### config.mk
export PLATFORM = sky130hd
export DESIGN_NAME = psi_interface
export DESIGN_NICKNAME = d
export VERILOG_FILES = /design/src/verilog/psi_interface.v
export VERILOG_INCLUDE_DIRS = /design/src /design/src/verilog
export SDC_FILE = /design/constraint.sdc
export NUM_CORES = 1
export LEC_CHECK = 0
export ABC_AREA = 1
export BUFFER_PORTS_ARGS = -buffer_cell sky130_fd_sc_hd__buf_4
export CAP_MARGIN = 20
export CORE_AREA = 8 8 125 127
export CTS_CLUSTER_SIZE = 16
export DETAILED_ROUTE_END_ITERATION = 8
export DIE_AREA = 0 0 133 135
export PLACE_DENSITY = 0.79
export SLEW_MARGIN = 10
export SYNTH_ARGS = -nofsm -noshare
export SYNTH_HDL_FRONTEND = slang
export SYNTH_SLANG_ARGS = --single-unit
### constraint.sdc
create_clock -name sys_clk_i -period 2.2 [get_ports sys_clk_i]
set_clock_uncertainty 0.15 [all_clocks]
set_input_delay 0.44 -clock sys_clk_i [delete_from_list [all_inputs] [get_ports sys_clk_i]]
set_output_delay 0.44 -clock sys_clk_i [all_outputs]
set_load 0.01 [all_outputs]
### src/verilog/psi_consts.vh
`ifndef PSI_CONSTS_VH
`define PSI_CONSTS_VH
// command payload: 4-bit code, 13-bit address, 5-bit instr, 4-bit scratch data = 26 bits
`define PSI_CODE_W 4
`define PSI_ADDR_W 13
`define PSI_INS_W 5
`define PSI_AF_W 11
`define PSI_SD_W 4
`define PSI_PAY_W 26
`define PSI_FRAME_W 52
// function mode codes
`define PSI_CMD_NOP 4'h0
`define PSI_CMD_STOP 4'h1
`define PSI_CMD_RUN 4'h2
`define PSI_CMD_HOLD 4'h3
`define PSI_CMD_RELEASE 4'h4
`define PSI_CMD_SLOW_ON 4'h5
`define PSI_CMD_SLOW_OFF 4'h6
`define PSI_CMD_PM_WRITE 4'h7
`define PSI_CMD_SP_WRITE 4'h8
`define PSI_CMD_SP_READ 4'h9
`define PSI_CMD_MONITOR 4'hA
// reply frame: 4 scratch data, 5 instr, 11 addr field, 2 page, 1 result, 2 phase = 25 bits
`define PSI_REPLY_W 25
// access step numbers in sys_clk cycles
`define PSI_SETUP_CYC 4'h2
`define PSI_STROBE_CYC 4'h4
`define PSI_STROBE_END 4'h6
`define PSI_DONE_CYC 4'h8
// give-up count while waiting for the stop confirmation
`define PSI_STOP_WAIT 8'hFF
`endif

### src/verilog/psi_interface.v
`timescale 1ns/100ps
`include "psi_consts.vh"
// Summary of operation
// - every action is chosen by a four-bit function code from the programmer
// - code and data come true then inverted; receiver checks both copies agree
// - data moves bit-serially, one line each direction
// - link clock times every bit in both directions
// - ready asserted only while interface can take part in a transfer
// - monitor five-bit instruction bus as program memory data
// - monitor eleven-bit address-field bus as program memory data
// - accept the two phase-control inputs
// - stop request high commands processor halt in update phase
// - stopped input high confirms halt in update phase
// - hold output low stops processor in processing phase
// - slow-down issued only while programmer is attached
// - address bus enable low and address lines driven only in update phase
// - instruction and address-field outputs tri-stated unless word bus enable low
// - address-field outputs carry program word field or scratchpad address
// - program memory write high stores presented word
// - scratch write prep low only in update phase
// - scratch data lines bidirectional, direction set by write prep
// - scratch write pulse latches scratch data into scratchpad
module psi_interface #(
  parameter CODE_W = `PSI_CODE_W,
  parameter ADDR_W = `PSI_ADDR_W
) (
  input wire sys_clk_i,
  input wire rst_i,
  input wire link_clock_i,
  input wire link_data_from_programmer_i,
  input wire transfer_req_i,
  input wire stop_permit_i,
  output reg link_data_to_programmer_o,
  output wire ready_o,
  input wire [4:0] instr_field_in_i,
  input wire [10:0] addr_field_in_i,
  input wire [1:0] page_bits_i,
  input wire [1:0] phase_ctrl_i,
  input wire result_bit_i,
  input wire store_cmd_i,
  input wire cpu_stopped_i,
  output reg cpu_stop_request_o,
  output reg hold_n_o,
  output reg cpu_slow_down_o,
  input wire [12:0] prog_mem_addr_i,
  output reg [12:0] prog_mem_addr_o,
  output wire [12:0] prog_mem_addr_oe_o,
  output reg addr_bus_drive_en_n_o,
  output reg word_bus_drive_en_n_o,
  output reg [4:0] instr_field_out_o,
  output wire [4:0] instr_field_out_oe_o,
  output reg [10:0] addr_field_out_o,
  output wire [10:0] addr_field_out_oe_o,
  input wire [3:0] scratch_data_i,
  output reg [3:0] scratch_data_o,
  output wire [3:0] scratch_data_oe_o,
  output reg scratch_write_prep_n_o,
  output reg scratch_write_pulse_o,
  output reg prog_mem_write_o,
  output reg cmd_error_o
);
  localparam ST_IDLE = 3'd0;
  localparam ST_RECV = 3'd1;
  localparam ST_EXEC = 3'd2;
  localparam ST_WAIT_STOP = 3'd3;
  localparam ST_ACCESS = 3'd4;
  localparam ST_REPLY = 3'd5;
  localparam ST_RELEASE = 3'd6;
  localparam PAY_W = `PSI_PAY_W;
  localparam FRAME_W = `PSI_FRAME_W;
  localparam REPLY_W = `PSI_REPLY_W;

  // two-flop synchronisers for all pins from the isolated link
  reg [1:0] clk_sync;
  reg [1:0] din_sync;
  reg [1:0] req_sync;
  reg [1:0] perm_sync;
  reg [1:0] stopped_sync;
  reg clk_prev;
  always @(posedge sys_clk_i) begin
    if (rst_i) begin
      clk_sync <= 2'h0;
      din_sync <= 2'h0;
      req_sync <= 2'h0;
      perm_sync <= 2'h0;
      stopped_sync <= 2'h0;
      clk_prev <= 1'b0;
    end else begin
      clk_sync <= {clk_sync[0], link_clock_i};
      din_sync <= {din_sync[0], link_data_from_programmer_i};
      req_sync <= {req_sync[0], transfer_req_i};
      perm_sync <= {perm_sync[0], stop_permit_i};
      stopped_sync <= {stopped_sync[0], cpu_stopped_i};
      // edge history taken from the second stage only, never the first
      clk_prev <= clk_sync[1];
    end
  end
  wire clk_rise = clk_sync[1] & ~clk_prev;
  wire clk_fall = ~clk_sync[1] & clk_prev;
  wire req = req_sync[1];
  wire permit = perm_sync[1];
  wire stopped = stopped_sync[1];

  reg [2:0] state;
  reg [FRAME_W-1:0] shift;
  reg [5:0] bit_cnt;
  reg [REPLY_W-1:0] reply;
  reg [3:0] step;
  reg [CODE_W-1:0] code;
  reg [ADDR_W-1:0] addr;
  reg [4:0] word_ins;
  reg [3:0] word_sd;
  reg held_stop;
  reg reply_armed;
  reg [7:0] wait_cnt;

  // frame: payload true first, then payload inverted
  wire [PAY_W-1:0] pay_true = shift[FRAME_W-1:PAY_W];
  wire [PAY_W-1:0] pay_inv = shift[PAY_W-1:0];
  // one flipped line bit breaks the pair, so noise never reaches the buses
  wire frame_ok = (pay_true == ~pay_inv);
  // captured status snapshot returned to programmer
  wire [REPLY_W-1:0] snapshot = {scratch_data_i, instr_field_in_i, addr_field_in_i,
                                 page_bits_i, result_bit_i, phase_ctrl_i};

  // busy while halting so a second command cannot land mid-access
  assign ready_o = (state == ST_IDLE) | (state == ST_RECV) | (state == ST_REPLY);
  assign prog_mem_addr_oe_o = {ADDR_W{~addr_bus_drive_en_n_o}};
  assign instr_field_out_oe_o = {5{~word_bus_drive_en_n_o}};
  assign addr_field_out_oe_o = {11{~word_bus_drive_en_n_o}};
  assign scratch_data_oe_o = {4{~scratch_write_prep_n_o}};

  always @(posedge sys_clk_i) begin
    if (rst_i) begin
      state <= ST_IDLE;
      shift <= {FRAME_W{1'b0}};
      bit_cnt <= 6'h0;
      reply <= {REPLY_W{1'b0}};
      step <= 4'h0;
      code <= 4'h0;
      addr <= 13'h0;
      word_ins <= 5'h0;
      word_sd <= 4'h0;
      held_stop <= 1'b0;
      reply_armed <= 1'b0;
      wait_cnt <= 8'h00;
      link_data_to_programmer_o <= 1'b0;
      cpu_stop_request_o <= 1'b0;
      hold_n_o <= 1'b1;
      cpu_slow_down_o <= 1'b0;
      prog_mem_addr_o <= 13'h0;
      addr_bus_drive_en_n_o <= 1'b1;
      word_bus_drive_en_n_o <= 1'b1;
      instr_field_out_o <= 5'h0;
      addr_field_out_o <= 11'h0;
      scratch_data_o <= 4'h0;
      scratch_write_prep_n_o <= 1'b1;
      scratch_write_pulse_o <= 1'b0;
      prog_mem_write_o <= 1'b0;
      cmd_error_o <= 1'b0;
    end else begin
      // programmer gone: withdraw stop and hold
      if (!permit) begin
        cpu_stop_request_o <= 1'b0;
        hold_n_o <= 1'b1;
      end
      // attachment is judged by request activity; no sense pin exists
      if (!req && state == ST_IDLE)
        cpu_slow_down_o <= 1'b0;
      case (state)
        ST_IDLE: begin
          bit_cnt <= 6'h0;
          if (req)
            state <= ST_RECV;
        end
        ST_RECV: begin
          if (!req) begin
            // request dropped mid-frame: partial frame discarded
            state <= ST_IDLE;
          end else if (clk_rise) begin
            shift <= {shift[FRAME_W-2:0], din_sync[1]};
            if (bit_cnt == FRAME_W - 1)
              state <= ST_EXEC;
            bit_cnt <= bit_cnt + 6'h1;
          end
        end
        ST_EXEC: begin
          cmd_error_o <= ~frame_ok;
          {code, addr, word_ins, word_sd} <= pay_true;
          // status frozen here so the reply shows one instant, save the scratch data a scratch read fetches later
          reply <= snapshot;
          reply_armed <= 1'b0;
          state <= ST_REPLY;
          bit_cnt <= 6'h0;
          if (frame_ok) begin
            case (pay_true[PAY_W-1:PAY_W-CODE_W])
              `PSI_CMD_STOP: begin
                if (permit)
                  cpu_stop_request_o <= 1'b1;
              end
              `PSI_CMD_RUN: cpu_stop_request_o <= 1'b0;
              `PSI_CMD_HOLD: begin
                if (permit)
                  hold_n_o <= 1'b0;
              end
              `PSI_CMD_RELEASE: hold_n_o <= 1'b1;
              `PSI_CMD_SLOW_ON: cpu_slow_down_o <= 1'b1;
              `PSI_CMD_SLOW_OFF: cpu_slow_down_o <= 1'b0;
              `PSI_CMD_PM_WRITE, `PSI_CMD_SP_WRITE, `PSI_CMD_SP_READ: begin
                if (permit) begin
                  // halt first; access waits for the stop confirmation
                  held_stop <= cpu_stop_request_o;
                  cpu_stop_request_o <= 1'b1;
                  step <= 4'h0;
                  wait_cnt <= 8'h00;
                  state <= ST_WAIT_STOP;
                end
              end
              default: ;
            endcase
          end
        end
        ST_WAIT_STOP: begin
          wait_cnt <= wait_cnt + 8'h01;
          if (!permit)
            state <= ST_RELEASE;
          else if (stopped) begin
            step <= 4'h0;
            state <= ST_ACCESS;
          end else if (wait_cnt == `PSI_STOP_WAIT) begin
            // processor never confirmed: give up with the buses untouched
            state <= ST_RELEASE;
          end
        end
        ST_ACCESS: begin
          step <= step + 4'h1;
          if (step == 4'h0) begin
            addr_bus_drive_en_n_o <= 1'b0;
            word_bus_drive_en_n_o <= 1'b0;
            prog_mem_addr_o <= addr;
            instr_field_out_o <= word_ins;
            addr_field_out_o <= addr[10:0];
            // scratchpad cycles leave the program address bus as input
            if (code != `PSI_CMD_PM_WRITE)
              addr_bus_drive_en_n_o <= 1'b1;
            if (code == `PSI_CMD_SP_WRITE) begin
              scratch_data_o <= word_sd;
              scratch_write_prep_n_o <= 1'b0;
            end
          end
          // strobe sits mid-window so address and data have settled
          if (step == `PSI_STROBE_CYC) begin
            if (code == `PSI_CMD_PM_WRITE)
              prog_mem_write_o <= 1'b1;
            if (code == `PSI_CMD_SP_WRITE)
              scratch_write_pulse_o <= 1'b1;
            if (code == `PSI_CMD_SP_READ)
              reply[REPLY_W-1:REPLY_W-4] <= scratch_data_i;
          end
          if (step == `PSI_STROBE_END) begin
            prog_mem_write_o <= 1'b0;
            scratch_write_pulse_o <= 1'b0;
          end
          if (step == `PSI_DONE_CYC) begin
            // release buses before letting the processor run
            addr_bus_drive_en_n_o <= 1'b1;
            word_bus_drive_en_n_o <= 1'b1;
            scratch_write_prep_n_o <= 1'b1;
            state <= ST_RELEASE;
          end
        end
        ST_RELEASE: begin
          // hand back whatever halt state the programmer had set before
          cpu_stop_request_o <= held_stop & permit;
          reply_armed <= 1'b0;
          state <= ST_REPLY;
          bit_cnt <= 6'h0;
        end
        ST_REPLY: begin
          // msb stands before the first rise; the frame's own last fall must not shift it
          link_data_to_programmer_o <= reply[REPLY_W-1];
          if (clk_rise)
            reply_armed <= 1'b1;
          if (clk_fall && reply_armed) begin
            reply <= {reply[REPLY_W-2:0], 1'b0};
            bit_cnt <= bit_cnt + 6'h1;
          end
          // a new frame needs the request to drop and rise again
          if (!req)
            state <= ST_IDLE;
        end
        default: state <= ST_IDLE;
      endcase
    end
  end
endmodule // psi_interface

==> out/qor.yml <==
cp_num_buf_inv: 3
hold_slack_ns: 0.0660
cts_tree: "yes"
pwr-share-comb_pct: 23.4
yosysTopAreaCell: "dfxtp_1"
nets: 1156
hp-class: "in2reg"
ir_drop_uv: 443
critPathRequiredTime_ns: 1.61
postSynthNetCount: 1100
die_w_um: 133
drv_slew: 0
min_from: "stop_permit_i"
ant_nets: 0
p_per_area_nw_per_um2: 973
syn_to_final_growth_pct: 17.1
num-fill-cells: 1198
drt_iter0_drc: 515
cp_max_fo: 5
p_leak_uw: 0.00384
finalHoldViolCount: 0
grt_pass1_wl_um: 28100
path_cells: "inv_2, nand2_2, inv_1, nor2_1, buf_4"
slew_headroom_pct: 64.3
p_switching_uw: 2580
p_sw_share_pct: 30.1
dp_slack_ns: 0.177
crit_type: "reg2out"
worst_pin_slew_ns: 0.535
globalRouteTotalUtil_pct: 18.4
cts.sinks: 169
final_core_util_pct: 64.7
yosysSeqAreaShare_pct: 44.9
ys_ff_latch: 169
fin_crit_ns: 2.03
pwr-share-seq_pct: 41.8
core_area_um2: 13600
via_per_inst: 5.17
fmax_mhz: 492
insertion_delay_ns: 0.43
p_int_uw: 6000
final_cell_mix: "nand2_1 (186), dfxtp_1 (169), o21ai_0 (139), buf_4 (125), a21oi_1 (123)"
rr_startpoint: "state[1]"
fin_ws_ns: 0.166
cp-start-kind: "register"
rows: 43
tns_ns: 0
final_common_cell: "nand2_1"
syn_area_um2: 7530
place.gp.congestion: 0.874
crit_arrival_ns: 1.44
end_kind: "primary output"
root_buffer: "clkbuf_16"
drive_above_1_share_pct: 16.2
cts.clk_slew.worst_paths_ns: 0.06
final_area_um2: 8810
wire_per_inst_um: 12.7
hpwlAfterDp_um: 11300
rsz0062_at_grt: "false"
pwr-share-clk_pct: 34.8
slowest_stage: "dfxtp_1"
die_y_um: 135
start_util_pct: 55.3
yosys_warnings: 0
grt_max_degree: 119
postCtsHoldBufs: 0
status: "completed"
synthTopCellsByArea: "dfxtp_1 (45%), nand2_1 (9.3%), o21ai_0 (9.2%)"
setup_violations: 0
yosysUniqueCellTypes: 32
clockBufferDepth: 2
drt_drc_violations_left: 0
dpl-instance-area_um2: 8210
io_buffers: 108
num_vias: 6700
ioPinCount: 123
dr.pass1.iters: 5
fin_crit_sh_pct: 92.4
wl_um: 16400
maxCapViolations: 0
synth.avg_cell_area_um2: 7.18
grt_antenna_before_repair: 0
crit_path_start: "state[0]"
antennaDiodeCount: 0
numCtsBuffers: 17
synth_cells: 1049
yosys.area.top_type_share_pct: 44.9
grt_overflow_total: 0
htreeDepth: 4
die-area_um2: 18000
critical_path.top_delay_family: "flip-flops"
grt_pass1_vias: 6138
worst_path_largest_cell_delay_ns: 0.43
tightest hold or removal path, cell delays in order:
cell    delay (ns)
buf_4         0.08
inv_1         0.03
nor2_1        0.06
power groups by stage:
stage	combinational (µW)	clock [µW]	sequential, µW
floorplan	1390	0	3670
global placement	1980	0	3640
finish	2010	2990	3590
detailed placement	2020	0	3650
global route	2240	3170	3630
CTS	2030	3040	3590
registers in the layout (all words and copies together), names as in the netlist, 5 cells and up:
signal,flops
prog_mem_addr_o,13
instr_field_out_o,5
addr,13
shift,52
reply,25
wait_cnt,8
bit_cnt,6
word_ins,5
layer usage:
layer,vias to the layer above,GRT usage (%),share of wire [%]
li1,3481,-,-
met3,25,5.65,7.4
met5,-,0,0
met1,3002,24.4,48
met2,192,27.7,43
met4,0,6.69,1.7
cell usage after synthesis, drive strengths merged:
cell type	instances
a21o	1
inv	126
clkinv	1
xnor2	3
a21oi	123
o211a	1
o21ai	139
nand3	32
clkbuf	35
or2	4
ha	5
nand2	188
buf	55
and2	1
a211oi	3
xor2	6
nor4	4
a31oi	25
dfxtp	169
o31ai	2
nor3	9
nand4	10
o21bai	1
nand3b	1
nor2	105
area by class of cell:
cell class / instances / area, µm² / area share, %
inverter: 127 / 477 / 5.41
clock buffer: 19 / 453 / 5.14
multi-input combinational: 663 / 3160 / 35.8
timing repair buffer: 127 / 978 / 11.1
sequential: 169 / 3380 / 38.4
clock inverter: 12 / 141 / 1.60
tap: 180 / 225 / 2.56
repair_timing:
item / CTS / global route
setup buffers: 0 / 0
endpoints found under the setup margin: 0 / 4
resized for setup: 0 / 3
logic make-up after synthesis:
kind of cell	after synthesis	share of synthesized area, %
AND/OR/NAND/NOR	354	19.6
AO/OA/AOI/OAI	295	20.3
XOR/XNOR	9	1.05
adder cells (fa/ha/maj)	5	0.831
buffers and inverters	217	13.2
flip-flops	169	44.9
path summary, 6_finish.rpt:
| check | cells after the start | end | slack, ns |
|---|---|---|---|
| max | 5 | ready_o | 0.17 |
| min | 3 | perm_sync[0] | 0.07 |
| max reg2reg | 8 | reply[15] | 0.20 |
| min reg2reg | 2 | stopped_sync[1] | 0.25 |
through the flow:
step                instances  power (µW)
floorplan                1049        5050
global placement         1266        5620
detailed placement       1266        5670
CTS                      1297        8650
global route             1297        9040
finish                   1297        8580
No activity file was read; power rests on OpenSTA's default activity.
